`src/common/oaf_pkg.sv`:
```
// Purpose: Shared constants and types for the operand addressing and flag core.
// Assumes: Byte-wide memory with a 16-bit address and one-cycle read data.
// Notes:   Opcode encodings are this core's own small instruction set.
package oaf_pkg;

  localparam int ADDR_WIDTH = 16;
  localparam int DATA_WIDTH = 8;
  localparam logic [15:0] PC_RESET = 16'h0000;
  localparam logic [15:0] SP_RESET = 16'h0000;
  localparam logic [7:0] REG_RESET = 8'h00;
  localparam int RESTART_SHIFT = 3;
  // Flag positions in the packed flag byte.
  localparam int FLAG_CARRY = 0;
  localparam int FLAG_PARITY = 2;
  localparam int FLAG_HALF = 4;
  localparam int FLAG_ZERO = 6;
  localparam int FLAG_SIGN = 7;
  localparam logic [7:0] FLAGS_RESET = 8'h00;
  // Register numbers in the destination and source fields.
  localparam logic [2:0] REG_B = 3'h0;
  localparam logic [2:0] REG_C = 3'h1;
  localparam logic [2:0] REG_D = 3'h2;
  localparam logic [2:0] REG_E = 3'h3;
  localparam logic [2:0] REG_H = 3'h4;
  localparam logic [2:0] REG_L = 3'h5;
  localparam logic [2:0] REG_MEM = 3'h6;
  localparam logic [2:0] REG_A = 3'h7;
  // Pair select field codes.
  localparam logic [1:0] PAIR_BC = 2'h0;
  localparam logic [1:0] PAIR_DE = 2'h1;
  localparam logic [1:0] PAIR_HL = 2'h2;
  localparam logic [1:0] PAIR_SP = 2'h3;

  typedef enum logic [2:0] {
    ALU_ADD = 3'b000,
    ALU_ADC = 3'b001,
    ALU_SUB = 3'b010,
    ALU_SBB = 3'b011,
    ALU_AND = 3'b100,
    ALU_XOR = 3'b101,
    ALU_OR  = 3'b110,
    ALU_CMP = 3'b111
  } oaf_alu_type;

  typedef enum logic [3:0] {
    ST_FETCH  = 4'b0000,
    ST_DECODE = 4'b0001,
    ST_IMM1   = 4'b0010,
    ST_IMM2   = 4'b0011,
    ST_MEMRD  = 4'b0100,
    ST_MEMWR  = 4'b0101,
    ST_EXEC   = 4'b0110,
    ST_HALT   = 4'b0111
  } oaf_state_type;

endpackage : oaf_pkg

```
`src/verilog/oaf_core.sv`:
```
// Purpose: Operand addressing, branch target and condition flag core.
// Assumes: Memory answers a read on memData in the cycle in which memRead is high.
// Notes:   Opcodes: 01dddsss move, 00dd d110 load immediate, 10ooosss alu,
//          11ooo110 alu immediate, 00pp0001 load pair, 00111010 load direct,
//          00110010 store direct, 000p1010 load indirect, 000p0010 store
//          indirect, 11000011 jump, 11101001 jump via pair, 11nnn111 restart.
`timescale 1ns/10ps
`default_nettype none
module oaf_core
  import oaf_pkg::*;
(
  input  wire logic        clk,
  input  wire logic        sys_rst,
  input  wire logic [7:0]  memData,
  output logic      [15:0] memAddr,
  output logic             memRead,
  output logic             memWrite,
  output logic      [7:0]  memWdata,
  output logic      [7:0]  flags,
  output logic      [15:0] pcValue,
  output logic      [15:0] spValue,
  output logic      [7:0]  accumulator,
  output logic             halted
);

  logic [7:0]    regs [0:7];
  logic [7:0]    next_regs [0:7];
  logic [15:0]   pc;
  logic [15:0]   next_pc;
  logic [15:0]   sp;
  logic [15:0]   next_sp;
  logic [7:0]    opcode;
  logic [7:0]    next_opcode;
  logic [7:0]    immLow;
  logic [7:0]    next_immLow;
  oaf_state_type state;
  oaf_state_type next_state;
  logic [7:0]    next_flags;
  logic [15:0]   next_memAddr;
  logic          next_memRead;
  logic          next_memWrite;
  logic [7:0]    next_memWdata;
  logic [7:0]    aluB;
  logic [7:0]    aluResult;
  logic [7:0]    aluFlags;
  logic          needTwo;
  logic          needOne;

  function automatic logic [15:0] pairValue(input logic [1:0] sel, input logic [15:0] spv,
                                            input logic [7:0] b, input logic [7:0] c,
                                            input logic [7:0] d, input logic [7:0] e,
                                            input logic [7:0] h, input logic [7:0] l);
    if (sel == PAIR_BC) begin
      pairValue = {b, c};
    end else if (sel == PAIR_DE) begin
      pairValue = {d, e};
    end else if (sel == PAIR_HL) begin
      pairValue = {h, l};
    end else begin
      pairValue = spv;
    end
  endfunction

  oaf_alu u_alu (
    .opA      (regs[REG_A]),
    .opB      (aluB),
    .aluOp    (oaf_alu_type'(opcode[5:3])),
    .carryIn  (flags[FLAG_CARRY]),
    .result   (aluResult),
    .flagsOut (aluFlags)
  );

  always_comb begin
    needTwo = (opcode[7:6] == 2'b00) && ((opcode[3:0] == 4'h1) ||
              (opcode[5:0] == 6'h3A) || (opcode[5:0] == 6'h32));
    needTwo = needTwo || (opcode == 8'hC3);
    needOne = ((opcode[7:6] == 2'b00) && (opcode[2:0] == 3'h6)) ||
              ((opcode[7:6] == 2'b11) && (opcode[2:0] == 3'h6));
    if (opcode[7:6] == 2'b10) begin
      aluB = (opcode[2:0] == REG_MEM) ? memData : regs[opcode[2:0]];
    end else begin
      aluB = immLow;
    end
  end

  always_comb begin
    for (int i = 0; i < 8; i++) begin
      next_regs[i] = regs[i];
    end
    next_pc = pc;
    next_sp = sp;
    next_opcode = opcode;
    next_immLow = immLow;
    next_state = state;
    next_flags = flags;
    next_memAddr = memAddr;
    next_memRead = 1'b0;
    next_memWrite = 1'b0;
    next_memWdata = memWdata;
    case (state)
      ST_FETCH: begin
        next_memAddr = pc;
        next_memRead = 1'b1;
        next_pc = pc + 16'h0001;
        next_state = ST_DECODE;
      end
      ST_DECODE: begin
        next_opcode = memData;
        next_state = ST_EXEC;
        if (memData == 8'h76) begin
          next_state = ST_HALT;
        end else if (((memData[7:6] == 2'b00) && ((memData[3:0] == 4'h1) ||
                     (memData[5:0] == 6'h3A) || (memData[5:0] == 6'h32))) ||
                     (memData == 8'hC3) ||
                     ((memData[7:6] != 2'b01) && (memData[7:6] != 2'b10) &&
                      (memData[2:0] == 3'h6))) begin
          next_memAddr = pc;
          next_memRead = 1'b1;
          next_pc = pc + 16'h0001;
          next_state = ST_IMM1;
        end else if (((memData[7:6] == 2'b01) && (memData[2:0] == REG_MEM)) ||
                     ((memData[7:6] == 2'b10) && (memData[2:0] == REG_MEM)) ||
                     ((memData[7:5] == 3'b000) && (memData[3:0] == 4'hA))) begin
          next_memAddr = (memData[7:6] == 2'b00) ?
            pairValue(memData[5:4], sp, regs[REG_B], regs[REG_C], regs[REG_D],
                      regs[REG_E], regs[REG_H], regs[REG_L]) : {regs[REG_H], regs[REG_L]};
          next_memRead = 1'b1;
          next_state = ST_MEMRD;
        end
      end
      ST_IMM1: begin
        next_immLow = memData;
        next_state = ST_EXEC;
        if (needTwo) begin
          next_memAddr = pc;
          next_memRead = 1'b1;
          next_pc = pc + 16'h0001;
          next_state = ST_IMM2;
        end else if (opcode[7:6] == 2'b00 && opcode[5:3] == REG_MEM) begin
          next_memAddr = {regs[REG_H], regs[REG_L]};
          next_memWdata = memData;
          next_memWrite = 1'b1;
          next_state = ST_FETCH;
        end
      end
      ST_IMM2: begin
        next_state = ST_FETCH;
        if (opcode == 8'hC3) begin
          next_pc = {memData, immLow};
        end else if (opcode[3:0] == 4'h1) begin
          if (opcode[5:4] == PAIR_SP) begin
            next_sp = {memData, immLow};
          end else begin
            next_regs[{opcode[5:4], 1'b0}] = memData;
            next_regs[{opcode[5:4], 1'b1}] = immLow;
          end
        end else if (opcode[5:0] == 6'h3A) begin
          next_memAddr = {memData, immLow};
          next_memRead = 1'b1;
          next_state = ST_MEMRD;
        end else begin
          next_memAddr = {memData, immLow};
          next_memWdata = regs[REG_A];
          next_memWrite = 1'b1;
        end
      end
      ST_MEMRD: begin
        // Read data stands only while the strobe is high, so it is taken here.
        next_state = ST_FETCH;
        if (opcode[7:6] == 2'b10) begin
          next_regs[REG_A] = (opcode[5:3] == 3'h7) ? regs[REG_A] : aluResult;
          next_flags = aluFlags;
        end else if (opcode[7:6] == 2'b01) begin
          next_regs[opcode[5:3]] = memData;
        end else begin
          next_regs[REG_A] = memData;
        end
      end
      ST_EXEC: begin
        next_state = ST_FETCH;
        if (opcode[7:6] == 2'b01) begin
          if (opcode[5:3] == REG_MEM) begin
            next_memAddr = {regs[REG_H], regs[REG_L]};
            next_memWdata = regs[opcode[2:0]];
            next_memWrite = 1'b1;
          end else begin
            next_regs[opcode[5:3]] = regs[opcode[2:0]];
          end
        end else if ((opcode[7:6] == 2'b10) || (opcode[7:6] == 2'b11 && needOne)) begin
          next_flags = aluFlags;
          if (opcode[5:3] != 3'h7) begin
            next_regs[REG_A] = aluResult;
          end
        end else if (opcode[7:6] == 2'b00 && needOne) begin
          next_regs[opcode[5:3]] = immLow;
        end else if ((opcode[7:5] == 3'b000) && (opcode[3:0] == 4'h2)) begin
          next_memAddr = pairValue(opcode[5:4], sp, regs[REG_B], regs[REG_C],
                                   regs[REG_D], regs[REG_E], regs[REG_H], regs[REG_L]);
          next_memWdata = regs[REG_A];
          next_memWrite = 1'b1;
        end else if (opcode == 8'hE9) begin
          next_pc = {regs[REG_H], regs[REG_L]};
        end else if ((opcode[7:6] == 2'b11) && (opcode[2:0] == 3'h7)) begin
          next_pc = {10'h000, opcode[5:3], 3'h0};
        end
      end
      ST_HALT: begin
        next_state = ST_HALT;
      end
      default: begin
        next_state = ST_FETCH;
      end
    endcase
  end

  always_ff @(posedge clk or posedge sys_rst) begin
    if (sys_rst) begin
      for (int i = 0; i < 8; i++) begin
        regs[i] <= REG_RESET;
      end
      pc <= PC_RESET;
      sp <= SP_RESET;
      opcode <= 8'h00;
      immLow <= 8'h00;
      state <= ST_FETCH;
      flags <= FLAGS_RESET;
      memAddr <= 16'h0000;
      memRead <= 1'b0;
      memWrite <= 1'b0;
      memWdata <= 8'h00;
      pcValue <= PC_RESET;
      spValue <= SP_RESET;
      accumulator <= REG_RESET;
      halted <= 1'b0;
    end else begin
      for (int i = 0; i < 8; i++) begin
        regs[i] <= next_regs[i];
      end
      pc <= next_pc;
      sp <= next_sp;
      opcode <= next_opcode;
      immLow <= next_immLow;
      state <= next_state;
      flags <= next_flags;
      memAddr <= next_memAddr;
      memRead <= next_memRead;
      memWrite <= next_memWrite;
      memWdata <= next_memWdata;
      pcValue <= next_pc;
      spValue <= next_sp;
      accumulator <= next_regs[REG_A];
      halted <= (next_state == ST_HALT);
    end
  end

  a_fetch_advance: assert property (@(posedge clk) disable iff (sys_rst)
    (state == ST_FETCH) |=> (pc == $past(pc) + 16'h0001))
    else $error("Counter did not advance on fetch.");

  a_restart_target: assert property (@(posedge clk) disable iff (sys_rst)
    (state == ST_EXEC && opcode[7:6] == 2'b11 && opcode[2:0] == 3'h7)
      |=> (pc == {10'h000, $past(opcode[5:3]), 3'h0}))
    else $error("Restart target is wrong.");

  a_move_flags: assert property (@(posedge clk) disable iff (sys_rst)
    (state == ST_EXEC && opcode[7:6] == 2'b01) |=> $stable(flags))
    else $error("A move altered the flags.");

  a_flag_hold: assert property (@(posedge clk) disable iff (sys_rst)
    (state != ST_EXEC && state != ST_MEMRD) |=> $stable(flags))
    else $error("Flags changed outside completion.");

  a_zero_flag: assert property (@(posedge clk) disable iff (sys_rst)
    (state == ST_EXEC && opcode[7:6] == 2'b10 && opcode[5:3] != 3'h7)
      |=> (flags[FLAG_ZERO] == (regs[REG_A] == 8'h00)))
    else $error("Zero flag disagrees with result.");

  a_sign_flag: assert property (@(posedge clk) disable iff (sys_rst)
    (state == ST_EXEC && opcode[7:6] == 2'b10 && opcode[5:3] != 3'h7)
      |=> (flags[FLAG_SIGN] == regs[REG_A][7]))
    else $error("Sign flag disagrees with result.");

  a_parity_flag: assert property (@(posedge clk) disable iff (sys_rst)
    (state == ST_EXEC && opcode[7:6] == 2'b10 && opcode[5:3] != 3'h7)
      |=> (flags[FLAG_PARITY] == ~(^regs[REG_A])))
    else $error("Parity flag disagrees with result.");

  a_jump_target: assert property (@(posedge clk) disable iff (sys_rst)
    (state == ST_IMM2 && opcode == 8'hC3) |=> (pc == {$past(memData), $past(immLow)}))
    else $error("Direct jump target is wrong.");

endmodule // oaf_core
`default_nettype wire

```
`src/verilog/oaf_alu.sv`:
```
// Purpose: Eight-bit arithmetic and logic unit with flag generation.
// Assumes: Purely combinational; the caller decides whether flags are kept.
// Notes:   Subtraction adds the two's complement so borrow is the inverted carry.
`timescale 1ns/10ps
`default_nettype none
module oaf_alu
  import oaf_pkg::*;
(
  input  wire logic [7:0]  opA,
  input  wire logic [7:0]  opB,
  input  wire oaf_alu_type aluOp,
  input  wire logic        carryIn,
  output logic      [7:0]  result,
  output logic      [7:0]  flagsOut
);

  logic [8:0] sum;
  logic [4:0] lowSum;
  logic       isSub;
  logic       cin;
  logic [7:0] opBx;
  logic       carry;
  logic       half;

  always_comb begin
    isSub = (aluOp == ALU_SUB) || (aluOp == ALU_SBB) || (aluOp == ALU_CMP);
    cin = 1'b0;
    if (aluOp == ALU_ADC) begin
      cin = carryIn;
    end else if (aluOp == ALU_SBB) begin
      cin = carryIn;
    end
    opBx = isSub ? ~opB : opB;
    sum = {1'b0, opA} + {1'b0, opBx} + {8'h00, (isSub ? ~cin : cin)};
    lowSum = {1'b0, opA[3:0]} + {1'b0, opBx[3:0]} + {4'h0, (isSub ? ~cin : cin)};
    result = sum[7:0];
    carry = isSub ? ~sum[8] : sum[8];
    half = lowSum[4];
    case (aluOp)
      ALU_AND: begin
        result = opA & opB;
        carry = 1'b0;
        half = opA[3] | opB[3];
      end
      ALU_XOR: begin
        result = opA ^ opB;
        carry = 1'b0;
        half = 1'b0;
      end
      ALU_OR: begin
        result = opA | opB;
        carry = 1'b0;
        half = 1'b0;
      end
      ALU_CMP: begin
        result = opA;
      end
      default: begin
      end
    endcase
    flagsOut = 8'h00;
    flagsOut[FLAG_CARRY] = carry;
    flagsOut[FLAG_HALF] = half;
    flagsOut[FLAG_ZERO] = (aluOp == ALU_CMP) ? (sum[7:0] == 8'h00) : (result == 8'h00);
    flagsOut[FLAG_SIGN] = (aluOp == ALU_CMP) ? sum[7] : result[7];
    flagsOut[FLAG_PARITY] = (aluOp == ALU_CMP) ? ~(^sum[7:0]) : ~(^result);
  end

endmodule // oaf_alu
`default_nettype wire

```
`config.mk`:
```
export PLATFORM = sky130hd
export DESIGN_NAME = oaf_core
export DESIGN_NICKNAME = d
export VERILOG_FILES = /design/src/common/oaf_pkg.sv /design/src/verilog/oaf_core.sv /design/src/verilog/oaf_alu.sv
export SDC_FILE = /design/constraint.sdc
export NUM_CORES = 1
export LEC_CHECK = 0
export BUFFER_PORTS_ARGS = -buffer_cell sky130_fd_sc_hd__buf_2
export CORE_UTILIZATION = 38
export CTS_BUF_LIST = sky130_fd_sc_hd__clkbuf_8 sky130_fd_sc_hd__clkbuf_16
export DETAILED_ROUTE_END_ITERATION = 8
export PLACE_DENSITY = 0.58
export SLEW_MARGIN = 20
export SYNTH_ARGS = -nofsm -noshare
export SYNTH_HDL_FRONTEND = slang
export SYNTH_SLANG_ARGS = --single-unit
```
`constraint.sdc`:
```
create_clock -name clk -period 4.9 [get_ports clk]
set_input_delay 0.735 -clock clk [delete_from_list [all_inputs] [get_ports clk]]
set_output_delay 0.735 -clock clk [all_outputs]
set_load 0.01 [all_outputs]
```
# After elaboration in Yosys (flattened, before gate mapping)
# Index checks and enable logic that the tools add are counted.
# totals
input_bits	10
wordCells	288
register_bits	151
out_inout_bits	75
# op_classes
n_bitwise	14
n_eq_ne	73
order_cmp	7
n_reduce_logical	54
addsub	5
mux	116
# ops
op	n
16-bit 2-to-1 mux	29
64-bit 2-to-1 mux	6
64-bit bitwise mux	5
8-bit 2-to-1 mux	26
64-bit case mux with 3 select lines	1
56-bit 2-to-1 mux	3
16-bit case mux with 5 select lines	2
8-bit demux with 3-bit select	3
2-bit inequality test, second input constant	20
3-bit inequality test, second input constant	11
8-bit case mux with 4 select lines	1
10-bit AND reduction	3
1-bit 2-to-1 mux	25
8-bit binary-select mux with 3-bit select	1
6-bit equality test, second input constant	4
8-bit equality test, second input constant	3
8-bit case mux with 3 select lines	1
3-bit equality test, second input constant	7
3-bit 2-to-1 mux	7
1-bit logical AND	17
16-bit by 1-bit adder with 16-bit output, second input constant	1
4-bit by 3-bit equality test with 1-bit output, second input constant	4
4-bit greater-or-equal comparator, second input constant	4
8-bit zero test	2
41 further kinds	83

# Longest topological paths before layout
# Gate-level depths: netlist (run 1).
# depth
word_depth	17
mapped_depth	21
depth_no_buf	19

# Cells and area by module
# Synthesis (run 1) repeated with hierarchy kept, for this count alone.
# hier_totals
cells_unflattened	1280
area_unflattened_um2	11521.0
# modules_own_cells
mod	instances	area_per_inst_um2	cells_per_inst	seq_area_each_um2
oaf_core	1	10052.1	1096	3753.6
oaf_alu	1	1468.9	184	0.0

# Worst setup path before layout (run 1)
# Ideal clock, no wire load.
# synth_path
path_type	reg2reg
start	register opcode[0]
end	register flags[2]
path_buffers	2
t_required_ns	4.831
stages_incl_launch_ff	22
arrival_time_ns	4.847
synth_period_minus_slack_ns	4.916
setup_time_ns	0.069
slack_ns	-0.016
path_cell_list	dfrtp_1 buf_2 buf_4 mux4_2 mux2i_1 nor2_1 a21oi_1 o21ai_0 xnor2_1 fa_1 fa_1 a21o_1 a21oi_1 xor2_1 o21ai_0 inv_1 ha_1 xnor2_1 xnor2_1 or3_1 a211o_1 nand3_1
# synth_between
elab_chain_cells	17
elab_cells_between_ends	31
classes_between	add/sub (2); eq/ne (2); mux (12); bitwise (7); reduce/logical (8)
# synth_rtl
item	line	rtl
start: declaration	oaf_core.sv:32	logic [7:0] opcode;
start signal: assignment	oaf_core.sv:241	opcode <= next_opcode;
3-bit inverter with 4-bit output (implied by the code)	oaf_core.sv:80	aluB = (opcode[2:0] == REG_MEM) ? memData : regs[opcode[2:0]];
8-bit binary-select mux with 3-bit select	oaf_core.sv:80	
8-bit 2-to-1 mux (implied by the code) (2 in series)	oaf_core.sv:80	
8-bit 2-to-1 mux	oaf_core.sv:80	
8-bit 2-to-1 mux	oaf_core.sv:79	if (opcode[7:6] == 2'b10) begin
8-bit inverter	oaf_alu.sv:33	opBx = isSub ? ~opB : opB;
8-bit 2-to-1 mux	oaf_alu.sv:33	
8-bit by 8-bit adder with 9-bit output	oaf_alu.sv:34	sum = {1'b0, opA} + {1'b0, opBx} + {8'h00, (isSub ? ~cin : cin)};
9-bit by 1-bit adder with 9-bit output	oaf_alu.sv:34	
8-bit case mux with 4 select lines	oaf_alu.sv:39	case (aluOp)
8-bit XOR reduction	oaf_alu.sv:66	flagsOut[FLAG_PARITY] = (aluOp == ALU_CMP) ? ~(^sum[7:0]) : ~(^result);
1-bit inverter	oaf_alu.sv:66	
1-bit 2-to-1 mux	oaf_alu.sv:66	
8-bit 2-to-1 mux	oaf_core.sv:189	end else if ((opcode[7:6] == 2'b10) || (opcode[7:6] == 2'b11 && needOne)) begin
8-bit 2-to-1 mux	oaf_core.sv:181	if (opcode[7:6] == 2'b01) begin
8-bit case mux with 2 select lines	oaf_core.sv:100	case (state)
end signal: assignment	oaf_core.sv:244	flags <= next_flags;
end: declaration	oaf_core.sv:19	output logic [7:0] flags,
# Parallel ways exist; a longest one is shown, timed or not. The select of a mux whose other input is x is not followed.
# A chain may end at the register's enable or synchronous reset.

# Final worst setup path (run 1)
# Same ends and word-level chain as after synthesis.

==> flow_metrics.env, run 1 <==
export IMPL_wire_per_inst_microns=29.00
export IMPL_synth_cell_types=81
export IMPL_cts_tree="done"
export IMPL_grt_max_degree=76
export IMPL_grt_pass1_vias=11524
export IMPL_drive_gt1_share_pct=24.52
export IMPL_endpoint_kind="flip-flop"
export IMPL_nets=1445
export IMPL_crit_arrival_ns=5.04
export IMPL_synth_ff_type="dfrtp_1"
export IMPL_slew_limit_headroom_pct=13.90
export IMPL_clk_pin_slew_ns=0.07
export IMPL_vias=12571
export IMPL_grt_pass1_wl_microns=77930
export IMPL_register_area_sq_um=3682
export IMPL_grt_usage_pct=32.00
export IMPL_final_setup_tns_ns=0
export IMPL_worst_pin_slew_ns=1.291
export IMPL_dp_hpwl_microns=36060
export IMPL_finClkSkew_ns=0.01286
export IMPL_synth_top_cell_area_share_pct=30.42
export IMPL_row_count=64
export IMPL_min_path_type="in -> async"
export IMPL_crit_fanout=7
export IMPL_area_delta_synth_final_pct=13.71
export IMPL_timing_fmax_mhz=214.8
export IMPL_root_buffer="clkbuf_16"
export IMPL_violations="DRC"
export IMPL_synthArstFlopShare_pct=100.0
export IMPL_grt_overflow=0
export IMPL_start_util_pct=39.12
export IMPL_multi_input_area_sq_um=7705
export IMPL_fill_cells=3023
export IMPL_die_h_microns=180.4
export IMPL_status="finished with violations"
export IMPL_syn_instance_count=1343
export IMPL_setup_violations=0
export IMPL_grt_antenna_before_repair=2
export IMPL_netlist_area_sq_um=12090
export IMPL_clk_path_buf_depth=2
export IMPL_cts_max_level=4
export IMPL_first_pass_iters=9
export IMPL_dieArea_sq_um=32540
export IMPL_clock_sinks=147
export IMPL_synth_area_per_cell_sq_um=9.003
export IMPL_drc=12
export IMPL_synth_enable_flop_cells=0
export IMPL_insertion_delay_ns=0.45
export IMPL_postRouteWirelength_microns=52420
export IMPL_io_pin_count=85
export IMPL_die_w_microns=180.4
export IMPL_globalplace_congestion=0.9860
export IMPL_ctsHoldBuffers=0
export IMPL_ant_nets=0
export IMPL_via_per_inst=6.953
export IMPL_post_route_util_pct=44.48
export IMPL_synth_warnings=0
export IMPL_path_class="reg -> reg"
export IMPL_critical_path_required_ns=5.29
export IMPL_yosysMostFrequentCell="nand2_1"
export IMPL_port_buffers=81
export IMPL_drt_initial_drc_count=2180
export IMPL_start_kind="flip-flop"
export IMPL_yosysSeqAreaShare_pct=30.42
export IMPL_core_sq_um=30910
export IMPL_fin_crit_ns=4.656
export IMPL_synth_area_leaders="dfrtp_1, mux4_2, mux2_2"
export IMPL_yosysTopAreaCell="dfrtp_1"
export IMPL_cts_buffers=17
export IMPL_hold_viol=0
export IMPL_ys_ff_latch=147
export IMPL_finalCritPeriodShare_pct=95.03
export IMPL_slew_viol_final=0
export IMPL_synth_common_cells="nand2_1, dfrtp_1, o21ai_0"
export IMPL_drv_cap=0
cells in the final DEF (no fill, tap or decap), drive strengths merged, types with 39 or more instances in the layout:
master and instances:
dfrtp 147, o21ai 127, inv 54, buf 162, mux4 39, a21oi 62
nand2 166, a222oi 54, mux2 71, nor2 62
timing repair:
item | CTS | global route
gates resized for setup | 0 | 19
endpoints found under the setup margin | 0 | 1
buffers inserted | 0 | 6
cells by family (layout without fill, tap and decap cells):
kind of cell	after synthesis	after routing	share of synthesized area [%]
AO/OA/AOI/OAI	457	457	27.06
AND/OR/NAND/NOR	364	364	14.26
buffers and inverters	179	245	6.509
flip-flops	147	147	30.42
multiplexers	141	141	16.54
adder cells (fa/ha/maj)	37	37	3.953
XOR/XNOR	17	17	1.231
other	1	4	0.03101
stage by stage:
step / area (sq um) / setup WS (ns) / hold WS (ns) / std cells
4_1_cts: 13620 / 0.004944 / 0.4470 / 1800
2_1_floorplan: 12100 / 0.06290 / 0.4667 / 1345
3_3_place_gp: 13000 / 0.1551 / 0.4616 / 1768
5_1_grt: 13750 / -0.01528 / 0.4790 / 1807
6_report: 13750 / 0.2437 / 0.4141 / 1808
3_5_place_dp: 13000 / 0.08947 / 0.4746 / 1768
final timing paths:
| path | from | end | slack (ns) | depth (start not counted) |
|---|---|---|---|---|
| min | sys_rst | async pin | 0.41 | 2 |
| max | opcode[0]$_DFFE_PP0P_ | flags[2]$_DFFE_PP0P_ | 0.24 | 20 |
| max in group asynchronous | sys_rst | flags[7]$_DFFE_PP0P_ | 3.46 | 3 |
| min reg2reg | flags[4]$_DFFE_PP0P_ | flags[4]$_DFFE_PP0P_ | 0.49 | 2 |
| max reg2reg | opcode[0]$_DFFE_PP0P_ | flags[2]$_DFFE_PP0P_ | 0.24 | 20 |
| min in group clk | flags[4]$_DFFE_PP0P_ | flags[4]$_DFFE_PP0P_ | 0.49 | 2 |
critical path, cell delays in order, from the launching register on:
cell and delay (ns):
dfrtp_2 0.45, buf_12 0.15, mux4_2 0.50, mux2i_2 0.25, nor2_1 0.06, a21oi_1 0.16, o21ai_0 0.19, xnor2_1 0.21
buf_4 0.17, fa_2 0.36, a21o_1 0.19, a21oi_2 0.17, xor2_1 0.11, o21ai_0 0.28, inv_1 0.08, ha_1 0.29
xnor2_1 0.14, xnor2_1 0.14, or3_1 0.33, a211o_1 0.31, nand3_1 0.06
per-layer routing:
metal	global-route usage, %	part of all wire (%)
met4	16.51	5.0
met1	44.85	40
met3	8.711	13
met5	0	0.099
met2	44.70	42
area by class of cell:
class,instances,share of cell area [%]
clock buffers,19,3.294
diodes,1,0.01820
well taps,396,3.604
clock inverters,13,1.192
inverters,49,1.374
multi-input cells,1019,56.04
repair buffers,164,7.699
flip-flops and latches,147,26.78
Power of run 1 is left out: the tool's default activity adds up to more than one toggle a clock period on the data nets, which glitch-free logic cannot reach.
==> inputs of run 2 (changes only) <==
REMOVE_ABC_BUFFERS = 1   (was not set)
==> run 2 against run 1 <==
The run still ends with DRC left. Wire length decreased by 4.1%. Via count decreased by 3.3%. Design area decreased by 0.65%. Maximum frequency decreased by 0.31%. Core utilization decreased by 0.29 points. Clock skew increased by 0.0042 ns. Global-route usage decreased by 0.95 points. Non-clock buffer count increased by 2. Count of clock-buffer cells in the layout increased by 1. Register-to-register slack about the same. Final cell count increased by 0.11%. Critical path type unchanged. Critical endpoint unchanged. Largest cell class unchanged.
==> flow_metrics.env, run 2 (synthesized netlist as in run 1, its figures left out) <==
export IMPL_status="finished with violations"
export IMPL_violations="DRC"
export IMPL_path_delay_family="compound AO/OA/AOI/OAI gates"
export IMPL_area_delta_synth_final_pct=12.97
export IMPL_nets=1447
export IMPL_grt_antenna_before_repair=1
export IMPL_core_sq_um=30910
export IMPL_crit_slowest_cell="mux4_2"
export IMPL_port_buffers=81
export IMPL_row_count=64
export IMPL_ctsHoldBuffers=0
export IMPL_rrSetupSlack_ns=0.23
export IMPL_postRouteWirelength_microns=50290
export IMPL_critical_path_required_ns=5.23
export IMPL_critPathMaxStageDelay_ns=0.52
export IMPL_hold_ws_ns=0.4272
export IMPL_final_cell_mix="nand2_1, dfrtp_1, o21ai_0"
export IMPL_timing_fmax_mhz=214.1
export IMPL_post_route_util_pct=44.19
export IMPL_min_path_type="in -> async"
export IMPL_clk_pin_slew_ns=0.07
export IMPL_finClkSkew_ns=0.01701
export IMPL_start_kind="flip-flop"
export IMPL_ant_nets=0
export IMPL_finalCritPeriodShare_pct=95.32
export IMPL_drt_initial_drc_count=2168
export IMPL_drive_gt1_share_pct=23.85
export IMPL_final_common_cell="nand2_1"
export IMPL_worst_pin_slew_ns=1.236
export IMPL_rsz0062_at_grt="false"
export IMPL_fin_crit_ns=4.671
export IMPL_multi_input_area_sq_um=7679
export IMPL_setup_violations=0
export IMPL_drv_cap=0
export IMPL_wire_per_inst_microns=27.79
export IMPL_dieArea_sq_um=32540
export IMPL_crit_arrival_ns=5.00
export IMPL_slew_viol_final=0
export IMPL_hold_viol=0
export IMPL_crit_chain="buf_8 -> buf_6 -> mux4_2 -> mux2i_1 -> nor2_1 -> a21oi_1 -> o21ai_1 -> xnor2_1 -> ha_1 -> a21o_1 -> o21a_1 -> or2_2 -> ha_1 -> xor2_1 -> xnor2_1 -> nor4_2 -> a2111oi_0 -> a221oi_1 -> nand3_1"
export IMPL_grt_pass1_wl_microns=75780
export IMPL_cts_max_level=4
export IMPL_path_class="reg -> reg"
export IMPL_start_util_pct=39.12
export IMPL_critical_path_buf_inv_count=2
export IMPL_vias=12153
export IMPL_slew_limit_headroom_pct=17.31
export IMPL_rr_worst_depth=19
export IMPL_cts_tree="done"
export IMPL_first_pass_iters=9
export IMPL_drc=27
export IMPL_clock_sinks=147
export IMPL_cts_buffers=17
export IMPL_crit_fanout=15
export IMPL_dp_hpwl_microns=36030
export IMPL_fill_cells=3024
export IMPL_endpoint_kind="flip-flop"
export IMPL_grt_pass1_vias=11446
export IMPL_reg2reg_from="opcode[0]$_DFFE_PP0P_"
export IMPL_globalplace_congestion=0.9787
export IMPL_grt_overflow=0
export IMPL_insertion_delay_ns=0.46
export IMPL_die_w_microns=180.4
export IMPL_grt_max_degree=82
export IMPL_via_per_inst=6.714
export IMPL_r2r_end="flags[2]$_DFFE_PP0P_"
export IMPL_clk_path_buf_depth=2
export IMPL_io_pin_count=85
export IMPL_root_buffer="clkbuf_16"
export IMPL_grt_usage_pct=31.05
export IMPL_register_area_sq_um=3682
export IMPL_die_h_microns=180.4
[run 2: changes by cell type in the layout (fill, tap and decap cells not counted), sizes merged]
cell,before,now
bufinv,2,1
buf,162,166
inv,54,52
clkbuf,21,20
clkinv,4,6
[run 2: area by class of cell]
| type | count | area share (%) |
|---|---|---|
| Clock buffer | 20 | 3.417 |
| Sequential cell | 147 | 26.96 |
| Antenna cell | 1 | 0.01832 |
| Clock inverter | 12 | 0.6595 |
| Tap cell | 396 | 3.627 |
| Timing Repair Buffer | 166 | 7.722 |
| Multi-Input combinational cell | 1019 | 56.21 |
| Inverter | 49 | 1.383 |
[run 2: worst max-delay path by stage]
stage	from	endpoint	slack [ns]	depth (start not counted)
after floorplan	opcode[0]$_DFFE_PP0P_	flags[2]$_DFFE_PP0P_	-0.16	19
after global placement	opcode[0]$_DFFE_PP0P_	flags[2]$_DFFE_PP0P_	0.08	19
after detailed placement	opcode[0]$_DFFE_PP0P_	flags[2]$_DFFE_PP0P_	0.02	19
after CTS	opcode[0]$_DFFE_PP0P_	flags[2]$_DFFE_PP0P_	0.04	19
after global routing	flip-flop	flags[2]$_DFFE_PP0P_	0.004	18
final	opcode[0]$_DFFE_PP0P_	flags[2]$_DFFE_PP0P_	0.23	19
[run 2: layer usage]
metal / GRT usage [%] / part of all wire (%) / vias up
met5: 0 / 0 / -
met4: 18.36 / 5.8 / 0
met3: 6.205 / 11 / 145
met1: 42.81 / 41 / 5910
li1: - / - / 5265
met2: 44.87 / 43 / 833
[run 2: timing repair]
item / CTS / global route
endpoints found under the setup margin: 1 / 1
gates resized for setup: 1 / 15
buffers inserted: 0 / 3
hold endpoints to repair: 0 / 0
pin swaps: 0 / 6
[run 2: worst reg2reg max path: cells and delay by family, from the launching register on]
family	cells	cell delay, ns
mux	2	0.72
simple gates	4	0.81
flops	1	0.42
compound gates	6	1.14
buf+inv	2	0.35
xor+xnor	3	0.48
fa+ha+maj	2	0.64
[run 2: per-stage QoR]
step                instance area (sq um)  worst slack [ns]  TNS [ns]  std cells
floorplan                           11500           -0.1629   -0.1629       1215
global placement                    13040           0.08407         0       1774
detailed placement                  13040           0.01777         0       1774
CTS                                 13600           0.04223         0       1806
global route                        13660          0.004083         0       1809
finish                              13660            0.2294         0       1810
Power of run 2 is left out for the same reason.
